===== src/line_sense_defs.svh =====
// Register offsets, field positions and reset values for the line sense block.
// Assumes an 8-bit register port with 6-bit addresses, as on the control port.
`ifndef LINE_SENSE_DEFS_SVH
`define LINE_SENSE_DEFS_SVH

`define ADDR_EVENT_STATUS 6'h03
`define ADDR_EVENT_IRQ_EN 6'h05
`define ADDR_LINE_SIDE_CTRL 6'h12
`define ADDR_SENSE_ENABLES 6'h15
`define ADDR_RING_RESULT 6'h1a
`define ADDR_LINE_V_RESULT 6'h1b
`define ADDR_LOOP_I_RESULT 6'h1c
`define ADDR_LINE_FAULT_STATUS 6'h1e
`define ADDR_DC_LOOP_CTRL 6'h16

`define BIT_FAULT_FLAG 2
`define BIT_FAULT_IRQ_EN 2
`define BIT_SENSORS_ON 1
`define BIT_UV_ON 2
`define BIT_OV_ON 1
`define BIT_OI_ON 0
`define BIT_UV_FLAG 6
`define BIT_OV_FLAG 5
`define BIT_OI_FLAG 4
`define BIT_BW_SELECT 0
`define BIT_FEATURE_EN 1

`define RESET_BYTE 8'h00
`define READ_ZERO 8'h00

`endif


===== src/line_sense_pkg.sv =====
// Types shared by the line sense block.
// Assumes the defs header supplies all numeric constants.
package line_sense_pkg;

    typedef struct packed {
        logic undervolt_condition;
        logic overvolt_condition;
        logic overcurrent_condition;
    } line_conditions_t;

    typedef struct packed {
        logic [7:0] ring_voltage_sample;
        logic [7:0] line_voltage_value;
        logic [6:0] loop_current_value;
    } aux_results_t;

    typedef struct packed {
        logic rd;
        logic wr;
        logic [5:0] addr;
        logic [7:0] wdata;
    } reg_req_t;

endpackage


===== src/cond_gate.sv =====
// One gated, registered line condition.
// Assumes the raw condition is synchronous to clk.
`timescale 1ns/1ps
module cond_gate (
    // Clock and reset
    input wire logic clk,
    input wire logic rst_b,
    // Condition and its enables
    input wire logic raw,
    input wire logic enable,
    // Gated level
    output logic active
);
    always_ff @(posedge clk) begin
        if (!rst_b) begin
            active <= 1'b0;
        end else begin
            active <= raw & enable;
        end
    end
endmodule


===== src/line_sense_fault_status.sv =====
// Line sense result registers and line fault reporting.
// Assumes a single-cycle register port, conditions from the line side
// already synchronous to clk, and aux results updated by the converter.
`timescale 1ns/1ps
`include "line_sense_defs.svh"

////////////////////////////////////////////////////////////////////////////////
// Notes on behaviour
// - Loop current read as 7-bit magnitude in bits 7:1, about 1.25 mA per count.
// - Line voltage top seven bits in bits 7:1, count times 11 mV.
// - Ring voltage read as 8-bit ones' complement, about 10.23 mV per count.
// - Fault flag sets on any under-voltage, over-voltage or over-current.
// - Reading the status register clears the fault flag.
// - Fault interrupt only when its enable bit is one; enable resets to zero.
// - Detector conditions ignored while line sensors enable is zero.
// - Under-voltage while enabled forces wide DC loop bandwidth temporarily.
// - Under-voltage status bit follows the live under-voltage condition.
// - Over-voltage detection needs its enable, feature enable and bandwidth select.
module line_sense_fault_status (
    // Clock and reset
    input wire logic clk,
    input wire logic rst_b,
    // Register port
    input wire line_sense_pkg::reg_req_t req,
    output logic [7:0] rdata,
    // Line side
    input wire line_sense_pkg::line_conditions_t cond_in,
    input wire line_sense_pkg::aux_results_t aux_in,
    output logic line_sensors_on,
    output logic dc_loop_bw_select,
    output logic irq
);

    ////////////////////////////////////////////////////////////////////////////
    // Control registers
    logic fault_irq_enable_r;
    logic line_sensors_on_r;
    logic undervolt_sense_on_r;
    logic overvolt_sense_on_r;
    logic overcurrent_sense_on_r;
    logic dc_loop_bw_select_r;
    logic feature_enable_bit_r;
    logic line_fault_flag_r;
    logic line_fault_flag_nxt;
    line_sense_pkg::aux_results_t aux_r;
    // Condition path
    logic uv_enable;
    logic ov_enable;
    logic oi_enable;
    logic uv_active;
    logic ov_active;
    logic oi_active;
    logic any_fault;
    logic status_read;
    // Readback path
    logic [7:0] event_status_byte;
    logic [7:0] irq_enable_byte;
    logic [7:0] loop_current_byte;
    logic [7:0] line_fault_status_byte;
    logic [7:0] read_byte;

    // Fault interrupt enable
    always_ff @(posedge clk) begin
        if (!rst_b) begin
            fault_irq_enable_r <= 1'b0;
        end else if (req.wr && req.addr == `ADDR_EVENT_IRQ_EN) begin
            fault_irq_enable_r <= req.wdata[`BIT_FAULT_IRQ_EN];
        end
    end

    // Line sensors master enable
    always_ff @(posedge clk) begin
        if (!rst_b) begin
            line_sensors_on_r <= 1'b0;
        end else if (req.wr && req.addr == `ADDR_LINE_SIDE_CTRL) begin
            line_sensors_on_r <= req.wdata[`BIT_SENSORS_ON];
        end
    end

    // Per-detector enables
    always_ff @(posedge clk) begin
        if (!rst_b) begin
            undervolt_sense_on_r <= 1'b0;
            overvolt_sense_on_r <= 1'b0;
            overcurrent_sense_on_r <= 1'b0;
        end else if (req.wr && req.addr == `ADDR_SENSE_ENABLES) begin
            undervolt_sense_on_r <= req.wdata[`BIT_UV_ON];
            overvolt_sense_on_r <= req.wdata[`BIT_OV_ON];
            overcurrent_sense_on_r <= req.wdata[`BIT_OI_ON];
        end
    end

    // Bandwidth and feature bits live elsewhere in the full device; kept here
    always_ff @(posedge clk) begin
        if (!rst_b) begin
            dc_loop_bw_select_r <= 1'b0;
            feature_enable_bit_r <= 1'b0;
        end else if (req.wr && req.addr == `ADDR_DC_LOOP_CTRL) begin
            dc_loop_bw_select_r <= req.wdata[`BIT_BW_SELECT];
            feature_enable_bit_r <= req.wdata[`BIT_FEATURE_EN];
        end
    end

    ////////////////////////////////////////////////////////////////////////////
    // Condition gating
    // A condition counts only while every enable on its path is set
    assign uv_enable = line_sensors_on_r & undervolt_sense_on_r;
    assign ov_enable = line_sensors_on_r & overvolt_sense_on_r
                       & feature_enable_bit_r & dc_loop_bw_select_r;
    assign oi_enable = line_sensors_on_r & overcurrent_sense_on_r;

    cond_gate u_uv (
        .clk(clk),
        .rst_b(rst_b),
        .raw(cond_in.undervolt_condition),
        .enable(uv_enable),
        .active(uv_active)
    );

    cond_gate u_ov (
        .clk(clk),
        .rst_b(rst_b),
        .raw(cond_in.overvolt_condition),
        .enable(ov_enable),
        .active(ov_active)
    );

    cond_gate u_oi (
        .clk(clk),
        .rst_b(rst_b),
        .raw(cond_in.overcurrent_condition),
        .enable(oi_enable),
        .active(oi_active)
    );

    assign any_fault = uv_active | ov_active | oi_active;
    // Only a read of the status register clears the flag
    assign status_read = req.rd && req.addr == `ADDR_EVENT_STATUS;

    ////////////////////////////////////////////////////////////////////////////
    // Fault flag; a live fault re-sets it in the same cycle as the clearing read
    always_comb begin
        line_fault_flag_nxt = line_fault_flag_r;
        if (status_read) begin
            line_fault_flag_nxt = 1'b0;
        end
        if (any_fault) begin
            line_fault_flag_nxt = 1'b1;
        end
    end

    always_ff @(posedge clk) begin
        if (!rst_b) begin
            line_fault_flag_r <= 1'b0;
        end else begin
            line_fault_flag_r <= line_fault_flag_nxt;
        end
    end

    ////////////////////////////////////////////////////////////////////////////
    // Converter results captured each cycle
    always_ff @(posedge clk) begin
        if (!rst_b) begin
            aux_r <= '0;
        end else begin
            aux_r <= aux_in;
        end
    end

    ////////////////////////////////////////////////////////////////////////////
    // Readback bytes; bits with no field read as zero
    always_comb begin
        event_status_byte = `READ_ZERO;
        event_status_byte[`BIT_FAULT_FLAG] = line_fault_flag_r;
    end

    always_comb begin
        irq_enable_byte = `READ_ZERO;
        irq_enable_byte[`BIT_FAULT_IRQ_EN] = fault_irq_enable_r;
    end

    always_comb begin
        line_fault_status_byte = `READ_ZERO;
        line_fault_status_byte[`BIT_UV_FLAG] = uv_active;
        line_fault_status_byte[`BIT_OV_FLAG] = ov_active;
        line_fault_status_byte[`BIT_OI_FLAG] = oi_active;
    end

    // Magnitude only; bit 0 carries no weight
    assign loop_current_byte = {aux_r.loop_current_value, 1'b0};

    ////////////////////////////////////////////////////////////////////////////
    // Read decode; write-only and unmapped addresses read zero
    always_comb begin
        unique case (req.addr)
            `ADDR_EVENT_STATUS: read_byte = event_status_byte;
            `ADDR_EVENT_IRQ_EN: read_byte = irq_enable_byte;
            `ADDR_RING_RESULT: read_byte = aux_r.ring_voltage_sample;
            `ADDR_LINE_V_RESULT: read_byte = aux_r.line_voltage_value;
            `ADDR_LOOP_I_RESULT: read_byte = loop_current_byte;
            `ADDR_LINE_FAULT_STATUS: read_byte = line_fault_status_byte;
            default: read_byte = `READ_ZERO;
        endcase
    end

    // Registered so read data holds until the next read
    always_ff @(posedge clk) begin
        if (!rst_b) begin
            rdata <= `RESET_BYTE;
        end else if (req.rd) begin
            rdata <= read_byte;
        end
    end

    ////////////////////////////////////////////////////////////////////////////
    // Outputs
    assign line_sensors_on = line_sensors_on_r;
    // Wide bandwidth forced only while the under-voltage lasts
    assign dc_loop_bw_select = dc_loop_bw_select_r | uv_active;
    assign irq = line_fault_flag_r & fault_irq_enable_r;

endmodule


===== config.mk =====
export PLATFORM = sky130hd
export DESIGN_NAME = line_sense_fault_status
export DESIGN_NICKNAME = d
export VERILOG_FILES = /design/src/line_sense_pkg.sv /design/src/cond_gate.sv /design/src/line_sense_fault_status.sv
export VERILOG_INCLUDE_DIRS = /design/src
export SDC_FILE = /design/constraint.sdc
export NUM_CORES = 1
export LEC_CHECK = 0
export BUFFER_PORTS_ARGS = -buffer_cell sky130_fd_sc_hd__buf_2
export CELL_PAD_IN_SITES_DETAIL_PLACEMENT = 1
export CELL_PAD_IN_SITES_GLOBAL_PLACEMENT = 1
export CORE_ASPECT_RATIO = 1.5
export CORE_MARGIN = 8
export CORE_UTILIZATION = 40
export DETAILED_ROUTE_END_ITERATION = 8
export PLACE_DENSITY = 0.94
export SYNTH_ARGS = -nofsm -noshare
export SYNTH_HDL_FRONTEND = slang
export SYNTH_SLANG_ARGS = --single-unit
export TNS_END_PERCENT = 20

===== constraint.sdc =====
create_clock -name clk -period 3.7 [get_ports clk]
set_input_delay 0.37 -clock clk [delete_from_list [all_inputs] [get_ports clk]]
set_output_delay 0.37 -clock clk [all_outputs]
set_load 0.02 [all_outputs]

==> flow_metrics.env, run 1 <==
export IMPL_status="finished clean"
export IMPL_cts_tree="yes"
export IMPL_setup_viol=0
export IMPL_synth_nets=200
export IMPL_slew_headroom=0.526
export IMPL_layout_common_cells="49 x buf_2, 42 x dfxtp_1, 24 x and2_1"
export IMPL_layout_commonest_cell="buf_2"
export IMPL_worstMarginPinSlew_ps=710
export IMPL_grt_setup_unrepaired="no"
export IMPL_avgViaCountPerCell=5.24
export IMPL_cts_made_buffers=5
export IMPL_cts_setup_buffers=0
export IMPL_p_leak_nw=0.876
export IMPL_overflow=0
export IMPL_cts_resized=0
export IMPL_crit_buf_inv=1
export IMPL_cp_slowest_cell="nor2b_1"
export IMPL_ios=55
export IMPL_path_max_fanout=34
export IMPL_synth_top_area_share=0.513
export IMPL_firstDrtPassIters=4
export IMPL_htreeDepth=2
export IMPL_fin_setup_tns_ps=0
export IMPL_p_per_area_nw_per_um2=473
export IMPL_totalWireLength_um=4450
export IMPL_cp_cell_sequence="buf_2 -> nor2b_1 -> nand2_1 -> a21boi_0 -> a22oi_1"
export IMPL_finalCriticalPeriod_ps=1630
export IMPL_dp_cells=245
export IMPL_placementRows=28
export IMPL_numPortBuffers=49
export IMPL_die_h_um=94.4
export IMPL_fin_skew_ps=8.73
export IMPL_dr_total_vias=1325
export IMPL_maxCapViolations=0
export IMPL_hp_class="input port to register"
export IMPL_antenna_found_initial=0
export IMPL_cts_hold_buf=0
export IMPL_critPathKind="input port to register"
export IMPL_core_area_um2=3960
export IMPL_die_w_um=68.3
export IMPL_syn_to_final_growth_pct=25.2
export IMPL_fillers=461
export IMPL_crit_path_max_incr_delay_ps=650
export IMPL_hold_start="aux_in[22]"
export IMPL_cp_end_kind="register"
export IMPL_cts_buffer_depth=2
export IMPL_fmax_mhz=615
export IMPL_gp_congestion=0.728
export IMPL_grt_pass1_wl_um=7100
export IMPL_cts_sinks=42
export IMPL_grt_pass1_vias=1505
export IMPL_yosysWarnings=0
export IMPL_ys_seq_elements=42
export IMPL_hold_viol=0
export IMPL_required_ps=3930
export IMPL_diodes=0
export IMPL_grt_max_degree=35
export IMPL_avgRoutedWirePerCell_um=17.6
export IMPL_worstSetupStartpoint="rst_b"
export IMPL_hold_slack_ps=265
export IMPL_track_usage=0.147
export IMPL_drt_iter0_drc=60
export IMPL_syn_area_um2=1640
export IMPL_vdd_drop_max_mv=0.537
export IMPL_dp_hpwl_um=3300
export IMPL_synthTopCellsByArea="dfxtp_1 51%, and2_1 9.2%, mux2i_1 6.7%"
export IMPL_die_area_um2=6450
export IMPL_timing_rr_start="u_uv.active$_SDFF_PN0_"
export IMPL_cp_arrival_ps=1860
export IMPL_fin_cells=253
export IMPL_ant_nets=0
export IMPL_drc_errors=0
export IMPL_synth_area_leader_cell="dfxtp_1"
export IMPL_clk_latency_ps=310
export IMPL_cts_clk_slew_worst_paths_ps=90
export IMPL_initial_core_util=0.414
export IMPL_yosysSeqAreaShare=0.513
export IMPL_syn_area_per_cell_um2=10.5
export IMPL_yosysUniqueCellTypes=35
export IMPL_root_buffer="clkbuf_8"
export IMPL_drv_slew=0
export IMPL_cp_start_kind="input port"
export IMPL_crit_family="simple AND/OR/NAND/NOR gates"
export IMPL_syn_inst=156
export IMPL_drive_gt1_frac=0.332
export IMPL_layout_nets=251
export IMPL_finalCritPeriodShare=0.439
[cell type report]
cell class / instances / area [um^2] / area share
Multi-Input combinational cell: 108 / 769 / 0.375
Clock buffer: 5 / 68.8 / 0.0335
Inverter: 1 / 3.75 / 0.00183
Tap cell: 45 / 56.3 / 0.0274
Sequential cell: 42 / 841 / 0.410
Clock inverter: 3 / 68.8 / 0.0335
Timing Repair Buffer: 49 / 245 / 0.119
[through the flow]
step | setup slack (ps) | instance area, um^2 | power [mW] | utilization
floorplan | 2280 | 1640 | 0.510 | -
global placement | 1790 | 1920 | 0.539 | 0.484
detailed placement | 1740 | 1920 | 0.542 | 0.484
CTS | 2040 | 2050 | 0.978 | 0.519
global route | 1870 | 2050 | 0.999 | 0.519
finish | 2070 | 2050 | 0.970 | 0.519
[final timing paths]
kind                       endpoint  slack, ps  cells past startpoint
min            aux_r[22]$_SDFF_PN0_        270                      2
min reg2reg  u_oi.active$_SDFF_PN0_        440                      2
max reg2reg   rdata[6]$_SDFFE_PN0P_       2610                      4
max           rdata[2]$_SDFFE_PN0P_       2070                      5
[Yosys cell counts, drive strengths merged]
| cell | number |
|---|---|
| and4bb | 1 |
| nand3b | 1 |
| nand2 | 16 |
| and2b | 3 |
| nor3 | 6 |
| dfxtp | 42 |
| a22o | 1 |
| o211ai | 1 |
| nand3 | 3 |
| clkbuf | 4 |
| o21ai | 5 |
| buf | 1 |
| nand2b | 1 |
| a21boi | 1 |
| or2 | 1 |
| nor3b | 1 |
| nor2b | 9 |
| a22oi | 6 |
| and2 | 24 |
| nor2 | 4 |
| nand4bb | 1 |
| a2111oi | 1 |
| nor4 | 1 |
| a211o | 1 |
| or3 | 1 |
| nor4b | 1 |
| nand4 | 1 |
| mux2i | 11 |
| a222oi | 3 |
| inv | 1 |
| a221oi | 3 |
[metal layers]
metal,global-route usage,vias up,share of wire
met2,0.267,33,0.54
li1,-,650,-
met4,0.0789,0,0.025
met3,0.0391,9,0.052
met1,0.145,633,0.38
met5,0,-,0
[flip-flops by register name, summed over array words and instances, names as in the netlist]
register	count
line_fault_flag_r	1
rdata	8
feature_enable_bit_r	1
dc_loop_bw_select_r	1
overvolt_sense_on_r	1
u_uv.active	1
aux_r	23
overcurrent_sense_on_r	1
u_oi.active	1
u_ov.active	1
undervolt_sense_on_r	1
fault_irq_enable_r	1
line_sensors_on	1
[logic make-up (layout without fill, tap and decap cells)]
| kind of cell | count (synthesis) | count (layout) | synth area share |
|---|---|---|---|
| AND/OR/NAND/NOR | 75 | 75 | 0.296 |
| flip-flops | 42 | 42 | 0.513 |
| AO/OA/AOI/OAI | 22 | 22 | 0.106 |
| multiplexers | 11 | 11 | 0.0671 |
| buffers and inverters | 6 | 58 | 0.0183 |
[where the power goes]
| part | switching [mW] | leakage (nW) | internal [mW] |
|---|---|---|---|
| logic | 0.0320 | 0.463 | 0.0302 |
| clock network | 0.168 | 0.0683 | 0.270 |
| registers | 0.00439 | 0.345 | 0.465 |
[worst register-to-register path, delay by kind of cell, from the launching register on]
| kind | cells | cell delay [ps] |
|---|---|---|
| AND/OR/NAND/NOR | 1 | 70 |
| AO/OA/AOI/OAI | 2 | 380 |
| flip-flops | 1 | 340 |
| multiplexers | 1 | 200 |
(Power assumes the default switching activity.)
==> run 2, diff against run 1 <==
--- a/config.mk
+++ b/config.mk
@@ -11,9 +11,9 @@
 export CELL_PAD_IN_SITES_GLOBAL_PLACEMENT = 1
 export CORE_ASPECT_RATIO = 1.5
 export CORE_MARGIN = 8
-export CORE_UTILIZATION = 40
+export CORE_UTILIZATION = 33
 export DETAILED_ROUTE_END_ITERATION = 8
-export PLACE_DENSITY = 0.94
+export PLACE_DENSITY = 0.84
 export SYNTH_ARGS = -nofsm -noshare
 export SYNTH_HDL_FRONTEND = slang
 export SYNTH_SLANG_ARGS = --single-unit
==> constraint.sdc (replaced) <==
create_clock -name clk -period 1.4 [get_ports clk]
set_input_delay 0.14 -clock clk [delete_from_list [all_inputs] [get_ports clk]]
set_output_delay 0.14 -clock clk [all_outputs]
set_load 0.02 [all_outputs]
==> flow_metrics.env, run 2 (same netlist as run 1, synthesis figures left out) <==
export IMPL_fillers=592
export IMPL_avgViaCountPerCell=4.63
export IMPL_worstMarginPinSlew_ps=428
export IMPL_cts_tree="yes"
export IMPL_required_ps=1260
export IMPL_cts_sinks=42
export IMPL_drc_errors=0
export IMPL_htreeDepth=2
export IMPL_hold_slack_ps=46.8
export IMPL_fin_setup_tns_ps=0
export IMPL_dr_total_vias=1307
export IMPL_crit_path_max_incr_delay_ps=330
export IMPL_grt_pass1_wl_um=7070
export IMPL_die_h_um=102
export IMPL_layout_commonest_cell="buf_2"
export IMPL_grt_pass1_vias=1511
export IMPL_place_area_um2=2000
export IMPL_finalCriticalPeriod_ps=1210
export IMPL_cts_hold_buf=0
export IMPL_hp_class="input port to register"
export IMPL_status="finished clean"
export IMPL_cp_end_kind="primary output"
export IMPL_top_regs="aux_r x23, rdata x8"
export IMPL_syn_to_final_growth_pct=30.4
export IMPL_fin_cells=282
export IMPL_fin_ws_ps=188
export IMPL_ios=55
export IMPL_root_buffer="clkbuf_8"
export IMPL_slew_headroom=0.707
export IMPL_total_power_mw=2.55
export IMPL_antenna_found_initial=0
export IMPL_core_area_um2=4810
export IMPL_layout_common_cells="49 x buf_2, 42 x dfxtp_1, 24 x and2_1"
export IMPL_path_max_fanout=3
export IMPL_initial_core_util=0.341
export IMPL_avgRoutedWirePerCell_um=15.2
export IMPL_clk_latency_ps=300
export IMPL_fin_area_um2=2140
export IMPL_cp_arrival_ps=1070
export IMPL_drive_gt1_frac=0.356
export IMPL_cts_made_buffers=5
export IMPL_p_per_area_nw_per_um2=1190
export IMPL_pre_cts_ws_ps=-36.6
export IMPL_fin_skew_ps=8.84
export IMPL_cp_start_kind="register"
export IMPL_track_usage=0.123
export IMPL_dp_hpwl_um=3270
export IMPL_maxCapViolations=0
export IMPL_p_leak_nw=0.915
export IMPL_cts_resized=0
export IMPL_vdd_drop_max_mv=0.869
export IMPL_cp_cell_sequence="or2_2 -> buf_2"
export IMPL_setup_viol=0
export IMPL_grt_max_degree=19
export IMPL_overflow=0
export IMPL_grt_setup_unrepaired="no"
export IMPL_critPathKind="register to primary output"
export IMPL_dp_cells=274
export IMPL_placementRows=31
export IMPL_ant_nets=0
export IMPL_totalWireLength_um=4300
export IMPL_numPortBuffers=49
export IMPL_gp_congestion=0.748
export IMPL_top_register="aux_r"
export IMPL_largest_reg_flops=23
export IMPL_layout_nets=259
export IMPL_die_w_um=73.6
export IMPL_fin_util=0.445
export IMPL_diodes=0
export IMPL_cts_clk_slew_worst_paths_ps=80
export IMPL_cp_slowest_cell="dfxtp_1"
export IMPL_die_area_um2=7530
export IMPL_firstDrtPassIters=4
export IMPL_fmax_mhz=825
export IMPL_cts_buffer_depth=2
export IMPL_finalCritPeriodShare=0.866
export IMPL_hold_viol=0
export IMPL_cts_setup_buffers=0
export IMPL_drt_iter0_drc=62
export IMPL_drv_slew=0
export IMPL_reg2reg_setup_slack_ps=400
==> run 2: path summary, 6_finish.rpt <==
check	start	to	cells after the start
worst max register to register	u_oi.active$_SDFF_PN0_	rdata[4]$_SDFFE_PN0P_	4
worst min register to register	overcurrent_sense_on_r$_SDFFE_PN0P_	u_oi.active$_SDFF_PN0_	2
worst max-delay path	dc_loop_bw_select_r$_SDFFE_PN0P_	dc_loop_bw_select	2
worst min-delay path	aux_in[20]	aux_r[20]$_SDFF_PN0_	2
==> run 2: routing by layer <==
metal / share of wire / GRT usage / up-vias
met5: 0 / 0 / -
met4: 0.027 / 0.0665 / 0
met3: 0.074 / 0.0432 / 8
met2: 0.52 / 0.215 / 36
met1: 0.38 / 0.123 / 598
li1: - / - / 665
==> run 2: area by class of cell <==
cell class / count / area [um^2] / area share
Clock buffer: 5 / 68.8 / 0.0322
Clock inverter: 3 / 68.8 / 0.0322
Inverter: 1 / 3.75 / 0.00175
Multi-Input combinational cell: 108 / 769 / 0.360
Sequential cell: 42 / 841 / 0.393
Tap cell: 66 / 82.6 / 0.0386
Timing Repair Buffer: 57 / 305 / 0.143
==> run 2: power by group <==
part | internal [mW] | switching [mW] | total (mW)
Sequential | 1.23 | 0.0114 | 1.24
Combinational | 0.0915 | 0.0868 | 0.178
Clock | 0.714 | 0.421 | 1.14
==> run 2: worst max-delay path: cells and delay by family, from the launching register on <==
family                 cells  cell delay (ps)
flip-flops                 1              330
buffers and inverters      1              160
AND/OR/NAND/NOR            1              290
